<file path="src/ivl_pkg.sv">
// Constants and types shared by the interrupt vector and undervolt control block
package ivl_pkg;

   // ----------------------------------------------------------------
   // Vector table layout
   // ----------------------------------------------------------------
   localparam int NUM_SLOTS = 32;
   localparam int SLOT_W = 5;
   localparam logic [15:0] VEC_BASE = 16'hFFC0;
   localparam logic [4:0] SLOT_RESET = 5'h1F;
   localparam logic [4:0] SLOT_SWI = 5'h1E;
   localparam logic [4:0] SLOT_IRQ = 5'h1D;
   localparam logic [4:0] SLOT_LVD = 5'h1C;
   localparam logic [4:0] SLOT_RTI = 5'h06;
   // Slots 0..5 unused, 28 and 31 fed internally, rest from sources
   localparam logic [31:0] SRC_EVENT_MASK = 32'h6FFF_FFC0;
   localparam logic [31:0] SWI_BIT = 32'h4000_0000;
   localparam logic [31:0] RESET_BIT = 32'h8000_0000;
   localparam logic [2:0] PUSH_LAST = 3'h4;

   // ----------------------------------------------------------------
   // Register offsets and fields
   // ----------------------------------------------------------------
   localparam logic [3:0] REG_FLAGS = 4'h0;
   localparam logic [3:0] REG_LMASK = 4'h1;
   localparam logic [3:0] REG_CORE = 4'h2;
   localparam logic [3:0] REG_PWR1 = 4'h3;
   localparam logic [3:0] REG_PWR2 = 4'h4;
   localparam logic [3:0] REG_CAUSE = 4'h5;
   localparam logic [3:0] REG_ISTAT = 4'h6;
   localparam logic [3:0] REG_IMASK = 4'h7;
   localparam logic [3:0] REG_VIDX = 4'h8;
   localparam logic [3:0] REG_VDATA = 4'h9;
   localparam int P1_FLAG = 0;
   localparam int P1_ACK = 1;
   localparam int P1_IRQ_EN = 2;
   localparam int P1_RST_EN = 3;
   localparam int P1_STOP_EN = 4;
   localparam int P1_EN = 5;
   localparam int P2_TRIP = 0;
   localparam int P2_WARN_SEL = 1;
   localparam int P2_WARN = 2;
   localparam int C_POR = 7;
   localparam int C_PIN = 6;
   localparam int C_WDOG = 5;
   localparam int C_ILOP = 4;
   localparam int C_ICG = 2;
   localparam int C_LVD = 1;
   localparam logic [5:0] PWR1_RST = 6'h28;
   localparam logic [7:0] CAUSE_POR_RST = 8'h82;
   localparam int ST_VEC = 0;
   localparam int ST_STOP = 1;
   localparam int ST_UV = 2;
   localparam int ISTAT_W = 3;

   // ----------------------------------------------------------------
   // Stop modes and sequencer states
   // ----------------------------------------------------------------
   localparam logic [1:0] STOP1 = 2'h1;
   localparam logic [1:0] STOP2 = 2'h2;
   typedef enum logic [2:0] {SEQ_HOLD, SEQ_IDLE, SEQ_PUSH, SEQ_FETCH_HI, SEQ_FETCH_LO} seq_state_t;

endpackage

</file>
<file path="src/interrupt_vector_lvd_control.sv">
// Interrupt flag, mask, priority and vector sequencer with undervolt control
//
// The implementer's own choices: the strobed register port and the register addresses.
`timescale 1ns/1ps
module interrupt_vector_lvd_control (
   // Clock and reset
   input wire logic mclk_in,
   input wire logic arst_n_in,
   // Register port
   input wire logic [3:0] reg_addr_in,
   input wire logic [31:0] reg_wdata_in,
   input wire logic reg_write_in,
   input wire logic reg_read_in,
   output logic [31:0] reg_rdata_out,
   // Source events, one pulse per vector slot
   input wire logic [ivl_pkg::NUM_SLOTS-1:0] src_event_in,
   // Reset sources
   input wire logic wdog_timeout_in,
   input wire logic watchdog_enable_in,
   input wire logic pin_reset_in,
   input wire logic illegal_op_in,
   input wire logic icg_reset_in,
   // Supply comparators
   input wire logic supply_below_high_in,
   input wire logic supply_below_low_in,
   input wire logic warn_below_high_in,
   input wire logic warn_below_low_in,
   // Core side
   input wire logic instr_done_in,
   input wire logic [15:0] pc_in,
   input wire logic [7:0] x_in,
   input wire logic [7:0] a_in,
   input wire logic [7:0] ccr_in,
   input wire logic stop_req_in,
   input wire logic [1:0] stop_mode_in,
   input wire logic in_stop_in,
   output logic irq_req_out,
   output logic sys_reset_out,
   output logic push_valid_out,
   output logic [7:0] push_data_out,
   output logic [15:0] fetch_addr_out,
   output logic [15:0] vector_out,
   output logic vector_valid_out,
   output logic [4:0] vector_slot_out,
   output logic global_mask_out,
   output logic stop_grant_out,
   output logic undervolt_on_out,
   output logic irq_out
);
   import ivl_pkg::*;

   seq_state_t state;
   logic [4:0] slot;
   logic [2:0] push_cnt;
   logic [39:0] stack_buf;
   logic [31:0] flags;
   logic [31:0] lmask;
   logic [31:0] flag_set;
   logic [31:0] flag_clr;
   logic [31:0] req_vec;
   logic [5:0] power_ctrl_one;
   logic [1:0] power_ctrl_two;
   logic [7:0] reset_cause_reg;
   logic [ISTAT_W-1:0] istat;
   logic [ISTAT_W-1:0] imask;
   logic [ISTAT_W-1:0] istat_set;
   logic [5:0] vidx;
   logic [7:0] vec_mem [0:2*NUM_SLOTS-1];
   logic pick_found;
   logic [4:0] pick_idx;
   logic uv_detect;
   logic uv_reset_hold;
   logic supply_warning_flag;
   logic stop_refused;
   logic reset_trig;
   logic entry_done;
   logic swi_taken;
   logic wr_flags;
   logic wr_pwr1;

   // ----------------------------------------------------------------
   // Undervolt control and priority picker
   // ----------------------------------------------------------------
   undervolt_ctrl u_uv (
      .mclk_in(mclk_in),
      .arst_n_in(arst_n_in),
      .enable_in(power_ctrl_one[P1_EN]),
      .trip_select_in(power_ctrl_two[P2_TRIP]),
      .stop_enable_in(power_ctrl_one[P1_STOP_EN]),
      .reset_enable_in(power_ctrl_one[P1_RST_EN]),
      .irq_enable_in(power_ctrl_one[P1_IRQ_EN]),
      .warn_select_in(power_ctrl_two[P2_WARN_SEL]),
      .in_stop_in(in_stop_in),
      .below_high_in(supply_below_high_in),
      .below_low_in(supply_below_low_in),
      .warn_high_in(warn_below_high_in),
      .warn_low_in(warn_below_low_in),
      .stop_req_in(stop_req_in),
      .stop_mode_in(stop_mode_in),
      .detector_on_out(undervolt_on_out),
      .detect_out(uv_detect),
      .reset_hold_out(uv_reset_hold),
      .warning_out(supply_warning_flag),
      .stop_grant_out(stop_grant_out),
      .stop_refused_out(stop_refused)
   );

   prio_pick #(.N(NUM_SLOTS), .W(SLOT_W)) u_pick (
      .req_in(req_vec),
      .found_out(pick_found),
      .index_out(pick_idx)
   );

   // ----------------------------------------------------------------
   // Request qualification
   // ----------------------------------------------------------------
   // Software trap has no local enable and ignores the global mask
   always_comb begin
      req_vec = flags & (lmask | SWI_BIT) & ~RESET_BIT;
      if (global_mask_out) begin
         req_vec = req_vec & SWI_BIT;
      end
   end
   assign irq_req_out = pick_found && (state == SEQ_IDLE);

   // Any gated reset source restarts through the top vector
   assign reset_trig = (wdog_timeout_in && watchdog_enable_in) || pin_reset_in
                       || illegal_op_in || icg_reset_in || uv_reset_hold;
   assign entry_done = (state == SEQ_PUSH) && (push_cnt == PUSH_LAST) && !reset_trig;
   assign swi_taken = (state == SEQ_FETCH_LO) && (slot == SLOT_SWI) && !reset_trig;
   assign wr_flags = reg_write_in && (reg_addr_in == REG_FLAGS);
   assign wr_pwr1 = reg_write_in && (reg_addr_in == REG_PWR1);

   // ----------------------------------------------------------------
   // Source flags
   // ----------------------------------------------------------------
   // Unused slots are masked off so they can never pend
   assign flag_set = (src_event_in & SRC_EVENT_MASK) | ({31'h0, uv_detect} << SLOT_LVD);
   assign flag_clr = (wr_flags ? reg_wdata_in : 32'h0)
                     | ({31'h0, wr_pwr1 && reg_wdata_in[P1_ACK]} << SLOT_LVD)
                     | (swi_taken ? SWI_BIT : 32'h0);

   // Set beats a same-cycle acknowledge, so no event is lost
   always_ff @(posedge mclk_in or negedge arst_n_in) begin
      if (!arst_n_in) begin
         flags <= 32'h0;
      end else if (state == SEQ_HOLD) begin
         flags <= 32'h0;
      end else begin
         flags <= (flags & ~flag_clr) | flag_set;
      end
   end

   // ----------------------------------------------------------------
   // Control registers
   // ----------------------------------------------------------------
   // Global mask: hardware set on reset and entry wins over software clear
   always_ff @(posedge mclk_in or negedge arst_n_in) begin
      if (!arst_n_in) begin
         global_mask_out <= 1'b1;
      end else if (state == SEQ_HOLD || entry_done) begin
         global_mask_out <= 1'b1;
      end else if (reg_write_in && reg_addr_in == REG_CORE) begin
         global_mask_out <= reg_wdata_in[0];
      end
   end

   // Local masks and vector table index
   always_ff @(posedge mclk_in or negedge arst_n_in) begin
      if (!arst_n_in) begin
         lmask <= 32'h0;
         vidx <= 6'h0;
         imask <= '0;
      end else if (reg_write_in) begin
         if (reg_addr_in == REG_LMASK) lmask <= reg_wdata_in;
         if (reg_addr_in == REG_VIDX) vidx <= reg_wdata_in[5:0];
         if (reg_addr_in == REG_IMASK) imask <= reg_wdata_in[ISTAT_W-1:0];
      end
   end

   // Control one returns to defaults on any reset; select bits survive all but the async reset
   always_ff @(posedge mclk_in or negedge arst_n_in) begin
      if (!arst_n_in) begin
         power_ctrl_one <= PWR1_RST;
         power_ctrl_two <= 2'h0;
      end else if (state == SEQ_HOLD) begin
         power_ctrl_one <= PWR1_RST;
      end else begin
         if (wr_pwr1) power_ctrl_one <= {reg_wdata_in[5:2], 2'h0};
         if (reg_write_in && reg_addr_in == REG_PWR2) power_ctrl_two <= reg_wdata_in[1:0];
      end
   end

   // Cause bits latched on the edge into reset, read only
   always_ff @(posedge mclk_in or negedge arst_n_in) begin
      if (!arst_n_in) begin
         reset_cause_reg <= CAUSE_POR_RST;
      end else if (reset_trig && state != SEQ_HOLD) begin
         reset_cause_reg <= 8'h0;
         reset_cause_reg[C_PIN] <= pin_reset_in;
         reset_cause_reg[C_WDOG] <= wdog_timeout_in && watchdog_enable_in;
         reset_cause_reg[C_ILOP] <= illegal_op_in;
         reset_cause_reg[C_ICG] <= icg_reset_in;
         reset_cause_reg[C_LVD] <= uv_reset_hold;
      end
   end

   // Vector table storage, software loaded byte by byte
   // Cleared on reset so the fetch right after reset never hands out unknowns
   always_ff @(posedge mclk_in or negedge arst_n_in) begin
      if (!arst_n_in) begin
         for (int i = 0; i < 2*NUM_SLOTS; i++) begin
            vec_mem[i] <= 8'h00;
         end
      end else if (reg_write_in && reg_addr_in == REG_VDATA) begin
         vec_mem[vidx] <= reg_wdata_in[7:0];
      end
   end

   // ----------------------------------------------------------------
   // Block interrupt status, cleared by reading it
   // ----------------------------------------------------------------
   assign istat_set = {uv_detect, stop_refused, vector_valid_out};
   always_ff @(posedge mclk_in or negedge arst_n_in) begin
      if (!arst_n_in) begin
         istat <= '0;
      end else if (reg_read_in && reg_addr_in == REG_ISTAT) begin
         istat <= istat_set;
      end else begin
         istat <= istat | istat_set;
      end
   end
   assign irq_out = |(istat & imask);

   // ----------------------------------------------------------------
   // Read port, data one cycle after the strobe
   // ----------------------------------------------------------------
   always_ff @(posedge mclk_in or negedge arst_n_in) begin
      if (!arst_n_in) begin
         reg_rdata_out <= 32'h0;
      end else if (reg_read_in) begin
         unique case (reg_addr_in)
            REG_FLAGS: reg_rdata_out <= flags;
            REG_LMASK: reg_rdata_out <= lmask;
            REG_CORE: reg_rdata_out <= {31'h0, global_mask_out};
            REG_PWR1: reg_rdata_out <= {26'h0, power_ctrl_one[5:2], 1'b0, flags[SLOT_LVD]};
            REG_PWR2: reg_rdata_out <= {29'h0, supply_warning_flag, power_ctrl_two};
            REG_CAUSE: reg_rdata_out <= {24'h0, reset_cause_reg};
            REG_ISTAT: reg_rdata_out <= {29'h0, istat};
            REG_IMASK: reg_rdata_out <= {29'h0, imask};
            REG_VIDX: reg_rdata_out <= {26'h0, vidx};
            REG_VDATA: reg_rdata_out <= {24'h0, vec_mem[vidx]};
            default: reg_rdata_out <= 32'h0;
         endcase
      end else begin
         reg_rdata_out <= 32'h0;
      end
   end

   // ----------------------------------------------------------------
   // Entry sequencer: hold, stack, fetch
   // ----------------------------------------------------------------
   // The whole frame is captured at once so a moving core cannot tear it
   always_ff @(posedge mclk_in or negedge arst_n_in) begin
      if (!arst_n_in) begin
         state <= SEQ_HOLD;
         sys_reset_out <= 1'b1;
         slot <= 5'h0;
         push_cnt <= 3'h0;
         stack_buf <= 40'h0;
         push_valid_out <= 1'b0;
         push_data_out <= 8'h0;
         fetch_addr_out <= 16'h0;
         vector_out <= 16'h0;
         vector_valid_out <= 1'b0;
         vector_slot_out <= 5'h0;
      end else begin
         push_valid_out <= 1'b0;
         vector_valid_out <= 1'b0;
         if (reset_trig) begin
            state <= SEQ_HOLD;
            sys_reset_out <= 1'b1;
         end else begin
            unique case (state)
               SEQ_HOLD: begin
                  sys_reset_out <= 1'b0;
                  slot <= SLOT_RESET;
                  state <= SEQ_FETCH_HI;
               end
               SEQ_IDLE: begin
                  if (pick_found && instr_done_in) begin
                     slot <= pick_idx;
                     stack_buf <= {ccr_in, a_in, x_in, pc_in[15:8], pc_in[7:0]};
                     push_cnt <= 3'h0;
                     state <= SEQ_PUSH;
                  end
               end
               SEQ_PUSH: begin
                  push_valid_out <= 1'b1;
                  push_data_out <= stack_buf[8*push_cnt +: 8];
                  push_cnt <= push_cnt + 3'h1;
                  if (push_cnt == PUSH_LAST) state <= SEQ_FETCH_HI;
               end
               SEQ_FETCH_HI: begin
                  fetch_addr_out <= VEC_BASE + {10'h0, slot, 1'b0};
                  state <= SEQ_FETCH_LO;
               end
               SEQ_FETCH_LO: begin
                  fetch_addr_out <= VEC_BASE + {10'h0, slot, 1'b1};
                  vector_out <= {vec_mem[{slot, 1'b0}], vec_mem[{slot, 1'b1}]};
                  vector_valid_out <= 1'b1;
                  vector_slot_out <= slot;
                  state <= SEQ_IDLE;
               end
            endcase
         end
      end
   end

   // ----------------------------------------------------------------
   // Checks
   // ----------------------------------------------------------------
   property p_prio;
      @(posedge mclk_in) disable iff (!arst_n_in) pick_found |-> ((req_vec >> pick_idx) == 32'h1);
   endproperty
   a_prio: assert property (p_prio) else $error("winner is not the top request");

   property p_bytes;
      @(posedge mclk_in) disable iff (!arst_n_in)
         (vector_valid_out && !$past(reg_write_in))
         |-> vector_out == {vec_mem[{vector_slot_out, 1'b0}], vec_mem[{vector_slot_out, 1'b1}]};
   endproperty
   a_bytes: assert property (p_bytes) else $error("vector bytes out of order");

   property p_mask;
      @(posedge mclk_in) disable iff (!arst_n_in) irq_req_out |-> |(flags & (lmask | SWI_BIT));
   endproperty
   a_mask: assert property (p_mask) else $error("request without unmasked flag");

   property p_stack;
      @(posedge mclk_in) disable iff (!arst_n_in || reset_trig)
         $rose(push_valid_out) |-> push_data_out == $past(stack_buf[7:0]) ##0 push_valid_out[*5] ##1
         (!push_valid_out && global_mask_out);
   endproperty
   a_stack: assert property (p_stack) else $error("stack frame wrong");

   property p_reset_src;
      @(posedge mclk_in) disable iff (!arst_n_in) pin_reset_in |=> sys_reset_out ##1 (state == SEQ_HOLD || slot == SLOT_RESET);
   endproperty
   a_reset_src: assert property (p_reset_src) else $error("pin reset not taken");

   property p_unused;
      @(posedge mclk_in) disable iff (!arst_n_in) flags[SLOT_RTI-1:0] == 6'h0;
   endproperty
   a_unused: assert property (p_unused) else $error("unused slot flagged");

   property p_stop;
      @(posedge mclk_in) disable iff (!arst_n_in) stop_refused |-> !stop_grant_out ##1 istat[ST_STOP];
   endproperty
   a_stop: assert property (p_stop) else $error("deep stop not refused");

   property p_uv_flag;
      @(posedge mclk_in) disable iff (!arst_n_in) (uv_detect && state != SEQ_HOLD) |=> flags[SLOT_LVD];
   endproperty
   a_uv_flag: assert property (p_uv_flag) else $error("detect flag not set");

   property p_flag_hold;
      @(posedge mclk_in) disable iff (!arst_n_in)
         $past(state) != SEQ_HOLD |-> ((($past(flags) & ~flags) & ~$past(flag_clr)) == 32'h0);
   endproperty
   a_flag_hold: assert property (p_flag_hold) else $error("flag dropped without ack");

   property p_gmask;
      @(posedge mclk_in) disable iff (!arst_n_in) sys_reset_out |=> global_mask_out;
   endproperty
   a_gmask: assert property (p_gmask) else $error("global mask clear after reset");

   c_entry: cover property (@(posedge mclk_in) disable iff (!arst_n_in) $rose(push_valid_out));
   c_swi: cover property (@(posedge mclk_in) disable iff (!arst_n_in) vector_valid_out && vector_slot_out == SLOT_SWI);
   c_uvrst: cover property (@(posedge mclk_in) disable iff (!arst_n_in) uv_reset_hold && !$past(uv_reset_hold));
endmodule

</file>
<file path="src/prio_pick.sv">
// Fixed priority picker: the highest requesting index wins
`timescale 1ns/1ps
module prio_pick #(
   parameter int N = 32,
   parameter int W = 5
) (
   // Requests
   input wire logic [N-1:0] req_in,
   // Winner
   output logic found_out,
   output logic [W-1:0] index_out
);
   // Ascending scan, so a later (higher) index overrides a lower one
   always_comb begin
      found_out = 1'b0;
      index_out = '0;
      for (int i = 0; i < N; i++) begin
         if (req_in[i]) begin
            found_out = 1'b1;
            index_out = W'(i);
         end
      end
   end
endmodule

</file>
<file path="src/undervolt_ctrl.sv">
// Digital control of the undervolt detector, warning and stop gating
`timescale 1ns/1ps
module undervolt_ctrl
   import ivl_pkg::*;
(
   // Clock and reset
   input wire logic mclk_in,
   input wire logic arst_n_in,
   // Control bits
   input wire logic enable_in,
   input wire logic trip_select_in,
   input wire logic stop_enable_in,
   input wire logic reset_enable_in,
   input wire logic irq_enable_in,
   input wire logic warn_select_in,
   input wire logic in_stop_in,
   // Comparator levels
   input wire logic below_high_in,
   input wire logic below_low_in,
   input wire logic warn_high_in,
   input wire logic warn_low_in,
   // Stop requests
   input wire logic stop_req_in,
   input wire logic [1:0] stop_mode_in,
   // Results
   output logic detector_on_out,
   output logic detect_out,
   output logic reset_hold_out,
   output logic warning_out,
   output logic stop_grant_out,
   output logic stop_refused_out
);
   logic below;
   logic tripped;
   logic tripped_q;
   logic por_hold;
   logic uv_hold;

   // Detector powered only when enabled and not dropped by stop
   assign detector_on_out = enable_in && (!in_stop_in || stop_enable_in);
   assign below = trip_select_in ? below_high_in : below_low_in;
   assign tripped = detector_on_out && below;
   assign reset_hold_out = por_hold || uv_hold;

   // Power-on hold lasts until supply passes the high level
   always_ff @(posedge mclk_in or negedge arst_n_in) begin
      if (!arst_n_in) begin
         por_hold <= 1'b1;
      end else if (!below_high_in) begin
         por_hold <= 1'b0;
      end
   end

   // Undervolt reset hold releases on the selected level only
   always_ff @(posedge mclk_in or negedge arst_n_in) begin
      if (!arst_n_in) begin
         uv_hold <= 1'b0;
      end else if (tripped && reset_enable_in) begin
         uv_hold <= 1'b1;
      end else if (!below) begin
         uv_hold <= 1'b0;
      end
   end

   // Interrupt mode fires once per entry into the low region
   always_ff @(posedge mclk_in or negedge arst_n_in) begin
      if (!arst_n_in) begin
         tripped_q <= 1'b0;
         detect_out <= 1'b0;
      end else begin
         tripped_q <= tripped;
         detect_out <= tripped && !tripped_q && irq_enable_in && !reset_enable_in;
      end
   end

   // Warning is a status level only, it never reaches the picker
   always_ff @(posedge mclk_in or negedge arst_n_in) begin
      if (!arst_n_in) begin
         warning_out <= 1'b0;
      end else begin
         warning_out <= enable_in && (warn_select_in ? warn_high_in : warn_low_in);
      end
   end

   // Keeping the detector alive in stop costs the deep stop modes
   assign stop_refused_out = stop_req_in && enable_in && stop_enable_in
                             && (stop_mode_in == STOP1 || stop_mode_in == STOP2);
   assign stop_grant_out = stop_req_in && !stop_refused_out;
endmodule

</file>
<file path="config.mk">
export PLATFORM = sky130hd
export DESIGN_NAME = interrupt_vector_lvd_control
export DESIGN_NICKNAME = d
export VERILOG_FILES = /design/src/ivl_pkg.sv /design/src/interrupt_vector_lvd_control.sv /design/src/prio_pick.sv /design/src/undervolt_ctrl.sv
export SDC_FILE = /design/constraint.sdc
export NUM_CORES = 1
export LEC_CHECK = 0
export BUFFER_PORTS_ARGS = -buffer_cell sky130_fd_sc_hd__buf_2
export CAP_MARGIN = 20
export CORE_MARGIN = 2
export CORE_UTILIZATION = 54
export CTS_BUF_LIST = sky130_fd_sc_hd__clkbuf_4 sky130_fd_sc_hd__clkbuf_8
export CTS_CLUSTER_DIAMETER = 200
export DETAILED_ROUTE_END_ITERATION = 7
export PLACE_DENSITY = 0.72
export SLEW_MARGIN = 20
export SYNTH_ARGS = -nofsm -noshare
export SYNTH_HDL_FRONTEND = slang
export SYNTH_SLANG_ARGS = --single-unit
</file>
<file path="constraint.sdc">
create_clock -name mclk_in -period 5.7 [get_ports mclk_in]
set_clock_uncertainty 0.1 [all_clocks]
set_input_delay 1.425 -clock mclk_in [delete_from_list [all_inputs] [get_ports mclk_in]]
set_output_delay 1.425 -clock mclk_in [all_outputs]
set_load 0.01 [all_outputs]
</file>
==> flow_metrics.env, run 1 <==
export IMPL_status="finished clean"
export IMPL_grt_pass1_vias=26694
export IMPL_syn_area_sq_um=37380
export IMPL_p_leak_nw=19.64
export IMPL_clock_latency_ns=0.76
export IMPL_gp_congestion=0.9877
export IMPL_cts_sinks=728
export IMPL_r2r_start="vidx[2]"
export IMPL_seq_area_frac_synth_pct=48.76
export IMPL_maxCapViolations=0
export IMPL_worst_setup_path_start_kind="register"
export IMPL_synth_cell_types=78
export IMPL_hp_start="vector_slot_out[4]"
export IMPL_post_cts_resized=0
export IMPL_hold_viol=0
export IMPL_path_clk_slew_ns=0.07
export IMPL_die_h_microns=267.1
export IMPL_layout_min_cycle_time_ns=4.414
export IMPL_max_slew_margin_pct=27.20
export IMPL_layout_common_cells="715 x dfrtp_1, 658 x mux2_2, 214 x mux4_2"
export IMPL_power_density_nw_per_um2=309.1
export IMPL_antenna_found_initial=7
export IMPL_ys_flop_type="dfrtp_1"
export IMPL_crit_start="lmask[27]"
export IMPL_worstMarginPinSlew_ns=1.087
export IMPL_syn_avg_cell_area_sq_um=13.59
export IMPL_finalSetupViolCount=0
export IMPL_total_power_mw=12.95
export IMPL_initialDrtViolationCount=3603
export IMPL_cp_max_fo=5
export IMPL_regMostFlops="vec_mem"
export IMPL_fp_dieW_microns=267.1
export IMPL_cp_required_ns=4.18
export IMPL_fmax_mhz=226.6
export IMPL_synthCells=2751
export IMPL_viasPerCell=6.773
export IMPL_num_fill_cells=5207
export IMPL_start_util_pct=54.50
export IMPL_grt_pass1_wl_microns=174000
export IMPL_synth_nets=2879
export IMPL_io_pins=211
export IMPL_drive_above_1_share_pct=48.34
export IMPL_cp_end_kind="primary output"
export IMPL_cts_root_buf="clkbuf_8"
export IMPL_die_area_sq_um=71350
export IMPL_post_cts_buffers=0
export IMPL_yosys_warnings=0
export IMPL_drt_wl_total_microns=117900
export IMPL_peakVddDrop_uv=209.9
export IMPL_largest_reg_flops=512
export IMPL_layout_nets=3032
export IMPL_ys_seq_elements=728
export IMPL_hpwl_microns=78550
export IMPL_rows=96
export IMPL_cts_tree="yes"
export IMPL_gr_usage_all_layers_pct=33.11
export IMPL_rsz0062_at_grt="false"
export IMPL_grt_max_degree=145
export IMPL_finalCritPeriodShare_pct=77.43
export IMPL_avgRoutedWirePerCell_microns=29.95
export IMPL_arrival_ns=2.89
export IMPL_final_common_cell="dfrtp_1"
export IMPL_cts_buffers=118
export IMPL_port_buffers=202
export IMPL_gr_total_overflow=0
export IMPL_drtPass1Iterations=6
export IMPL_async_reset_ff_share_pct=100.0
export IMPL_reg_top3="vec_mem: 512 flops, stack_buf: 40 flops"
export IMPL_postRouteAntennaNets=0
export IMPL_ctsHoldBuffers=0
export IMPL_hp_class="reg -> reg"
export IMPL_vias=26664
export IMPL_synth_edf_count=0
export IMPL_fin_hold_ws_ns=0.3800
export IMPL_slew_viol_final=0
export IMPL_core_area_sq_um=68590
export IMPL_tns_ns=0
export IMPL_cts_max_level=3
export IMPL_worst_setup_path_type="reg -> out"
export IMPL_drcViolationCount=0
export IMPL_clk_path_buf_depth=3
export IMPL_area_growth_pct=12.05
## final timing paths
kind / cells after the start / slack [ns] / endpoint
worst max-delay path: 5 / 1.29 / irq_req_out
worst min-delay path: 2 / 0.38 / vector_slot_out[4]
worst max register to register: 7 / 1.67 / reg_rdata_out[6]
worst min register to register: 2 / 0.38 / vector_slot_out[4]
max in group asynchronous: 2 / 3.54 / vec_mem[25]
min in group asynchronous: 1 / 0.64 / u_uv.warning_out
## synthesized netlist by cell type, types with 43 or more instances
| library cell | instances | area, sq um |
|---|---|---|
| dfrtp_1 | 721 | 18040 |
| mux2_2 | 658 | 7410 |
| mux4_2 | 214 | 4820 |
| nand2_1 | 160 | 600.6 |
| clkbuf_1 | 130 | 488.0 |
| nor2_1 | 116 | 435.4 |
| a22oi_1 | 76 | 570.6 |
| a21oi_1 | 68 | 340.3 |
| a221oi_1 | 66 | 578.1 |
| mux2i_1 | 51 | 510.5 |
| buf_2 | 48 | 240.2 |
| o21ai_0 | 43 | 215.2 |
## worst max-delay path, stage by stage (launching register included)
cell and delay, ns:
dfrtp_1 0.41, a22oi_1 0.46, a41oi_1 0.25, nor3_1 0.71
a21oi_1 0.14, buf_2 0.19
## per-stage QoR
stage | instances | utilization (%) | cell area, sq um | setup WS [ns]
after global placement | 3715 | 57.07 | 39140 | 1.606
after global routing | 3936 | 61.07 | 41880 | 1.142
after CTS | 3935 | 61.06 | 41880 | 1.288
final | 3937 | 61.07 | 41890 | 1.286
after floorplan | 2751 | - | 37380 | 2.367
after detailed placement | 3715 | 57.07 | 39140 | 1.523
## power breakdown
| group | internal (mW) | switching, mW |
|---|---|---|
| clock | 2.94 | 2.19 |
| combinational | 0.739 | 1.30 |
| sequential | 5.40 | 0.383 |
## layout make-up
cell class	instances	area (sq um)	area share [%]
Sequential cell	728	18250	43.56
Clock buffer	194	2451	5.852
Multi-Input combinational cell	1775	18080	43.17
Tap cell	931	1165	2.781
Timing Repair Buffer	263	1584	3.782
Clock inverter	26	285.3	0.6811
Antenna cell	2	5.005	0.01195
Inverter	18	67.56	0.1613
## routing by layer
metal / routed length [microns] / share of wire [%] / global-route usage (%)
met1: 45720 / 39 / 44.55
met2: 54180 / 46 / 50.99
met3: 12030 / 10 / 7.999
met4: 5928 / 5.0 / 15.65
met5: 58 / 0.049 / 0
## kinds of logic after synthesis
kind of cell | count (synthesis) | synth area share, %
AOI/OAI and AO/OA | 398 | 7.561
xor gates and xnor gates | 1 | 0.02343
adders and majority gates | 2 | 0.06693
buffers and inverters | 248 | 3.053
DFF | 728 | 48.76
muxes | 935 | 34.49
and+or+nand+nor | 439 | 6.048
(Power assumes the default switching activity.)
==> run 2: changes to the inputs <==
Settings changed: PLACE_DENSITY 0.72 to 0.75.
Clock period 5.7 ns to 3.8 ns, I/O delays scaled along.
==> run 2 against run 1 <==
Compared with the run above:
- critical path depth stayed put
- total power increased by 51%
- via count grew 1.7%
- sequential power is 48% higher
- final cell count is 2.2% higher
- utilization up 1.2 points
- critical endpoint unchanged
- highest routed layer unchanged
==> flow_metrics.env, run 2 (synthesis gave the netlist of run 1 again) <==
export IMPL_final_common_cell="dfrtp_1"
export IMPL_r2r_start="vidx[2]"
export IMPL_worstMarginPinSlew_ns=1.079
export IMPL_dp_cells=3790
export IMPL_stdcell_area_sq_um=42680
export IMPL_r2r_cells=8
export IMPL_slew_viol_final=0
export IMPL_fmax_mhz=274.7
export IMPL_hp_start="reg_wdata_in[31]"
export IMPL_top_layer="met5"
export IMPL_r2r_end="reg_rdata_out[5]"
export IMPL_finalSetupViolCount=0
export IMPL_drtPass1Iterations=6
export IMPL_holdPathEnd="flags[31]"
export IMPL_layout_nets=3110
export IMPL_clock_latency_ns=0.76
export IMPL_area_growth_pct=14.17
export IMPL_cp_max_fo=4
export IMPL_cts_tree="yes"
export IMPL_drcViolationCount=0
export IMPL_cts_sinks=728
export IMPL_gp_congestion=0.9897
export IMPL_p_sw_share_pct=29.73
export IMPL_internal_power_mw=13.78
export IMPL_wl_met1_microns=46620
export IMPL_initialDrtViolationCount=3301
export IMPL_cts_buffers=120
export IMPL_drt_wl_total_microns=119000
export IMPL_core_area_sq_um=68590
export IMPL_peakVddDrop_uv=280.7
export IMPL_rrSetupSlack_ns=0.40
export IMPL_status="finished clean"
export IMPL_worst_setup_path_type="reg -> out"
export IMPL_cp_required_ns=2.75
export IMPL_grt_pass1_wl_microns=176500
export IMPL_drive_above_1_share_pct=49.61
export IMPL_placed_area_sq_um=39880
export IMPL_clkPwrFrac_pct=39.5
export IMPL_num_fill_cells=5180
export IMPL_fp_dieW_microns=267.1
export IMPL_grt_max_degree=122
export IMPL_start_util_pct=54.50
export IMPL_hp_class="in -> reg"
export IMPL_max_slew_margin_pct=28.09
export IMPL_viasPerCell=6.739
export IMPL_reg_top3="vec_mem: 512 flops, stack_buf: 40 flops"
export IMPL_grt_pass1_vias=27078
export IMPL_port_buffers=202
export IMPL_clk_path_buf_depth=3
export IMPL_gr_usage_all_layers_pct=33.50
export IMPL_hold_viol=0
export IMPL_die_area_sq_um=71350
export IMPL_largest_reg_flops=512
export IMPL_cts_root_buf="clkbuf_8"
export IMPL_postRouteAntennaNets=0
export IMPL_wl_met2_microns=54630
export IMPL_min_path_cells=2
export IMPL_die_h_microns=267.1
export IMPL_gr_total_overflow=0
export IMPL_switchingPower_mw=5.831
export IMPL_p_comb_share_pct=16.9
export IMPL_post_cts_buffers=0
export IMPL_cts_max_level=3
export IMPL_layout_common_cells="714 x dfrtp_1, 658 x mux2_2, 214 x mux4_2"
export IMPL_cp_end_kind="primary output"
export IMPL_antenna_found_initial=8
export IMPL_p_leak_nw=20.07
export IMPL_avgRoutedWirePerCell_microns=29.58
export IMPL_hpwl_microns=82260
export IMPL_route_met3_wl_microns=11690
export IMPL_maxCapViolations=0
export IMPL_vias=27113
export IMPL_worst_setup_path_start_kind="register"
export IMPL_layout_min_cycle_time_ns=3.641
export IMPL_regMostFlops="vec_mem"
export IMPL_path_clk_slew_ns=0.07
export IMPL_arrival_ns=2.59
export IMPL_power_density_nw_per_um2=459.6
export IMPL_finalNonFillerCells=4023
export IMPL_seq_power_share_pct=43.6
export IMPL_io_pins=211
export IMPL_rows=96
export IMPL_finalCritPeriodShare_pct=95.81
==> run 2: cell types whose count changed in the layout (fill, tap and decap cells not counted), sizes merged <==
cell	delta
bufinv	-1
dlygate4sd3	+1
clkinv	-6
buf	+75
diode	+4
clkbuf	+11
clkinvlp	+2
==> run 2: final cells by class <==
| type | count | area, sq um | share of cell area (%) |
|---|---|---|---|
| Sequential cell | 728 | 18250 | 42.76 |
| Inverter | 18 | 67.56 | 0.1583 |
| Timing Repair Buffer | 339 | 2352 | 5.511 |
| Multi-Input combinational cell | 1775 | 18060 | 42.32 |
| Clock inverter | 21 | 245.2 | 0.5746 |
| Clock buffer | 205 | 2521 | 5.907 |
| Tap cell | 931 | 1165 | 2.729 |
| Antenna cell | 6 | 15.01 | 0.03518 |
==> run 2: through the flow <==
step                power [mW]  hold WS, ns  utilization [%]    TNS [ns]  worst slack (ns)
CTS                      19.57       0.2369            62.20           0           0.05848
global placement         11.79       0.3501            58.14           0            0.3026
finish                   19.61       0.2757            62.23           0            0.1594
global route             20.19       0.2677            62.22  -0.0006339        -0.0006339
floorplan                10.39       0.3285                -           0             1.077
detailed placement       11.87       0.3522            58.14           0            0.2377
==> run 2: worst max-delay path by stage <==
stage                          startpoint  cells after the start  slack [ns]      endpoint
after floorplan            reg_addr_in[3]                      7        1.08   vec_mem[32]
after global placement     reg_addr_in[2]                      6        0.30  vec_mem[414]
after detailed placement   reg_addr_in[2]                      6        0.24  vec_mem[411]
after CTS                 global_mask_out                      4        0.06   irq_req_out
after global routing            flags[11]                      5     -0.0006   irq_req_out
final                           flags[11]                      5        0.16   irq_req_out
==> run 2: critical path, cell delays in order (launching register included) <==
cell and delay, ns:
dfrtp_1 0.42, a22oi_1 0.34, a41oi_1 0.27, nor4_4 0.46
a21oi_1 0.17, buf_2 0.17
==> run 2: what timing repair did <==
item,in CTS,in global routing
endpoints found under the setup margin,1,1
endpoints found under the hold margin,35,0
gates resized for setup,1,1
pin swaps,0,0
hold buffers,1,0
==> run 2: power by group through the flow <==
| stage | Combinational, mW | Clock (mW) | Sequential (mW) |
|---|---|---|---|
| 2_1_floorplan | 1.97 | 0 | 8.41 |
| 4_1_cts | 3.22 | 7.82 | 8.53 |
| 3_3_place_gp | 3.15 | 0 | 8.64 |
| 3_5_place_dp | 3.21 | 0 | 8.67 |
| 5_1_grt | 3.41 | 8.20 | 8.59 |
| 6_report | 3.32 | 7.74 | 8.56 |
==> run 2: layer usage <==
metal | vias up | track usage (%)
li1 | 10961 | -
met1 | 14161 | 45.51
met2 | 1661 | 51.67
met3 | 328 | 7.595
met4 | 2 | 15.44
met5 | - | 0
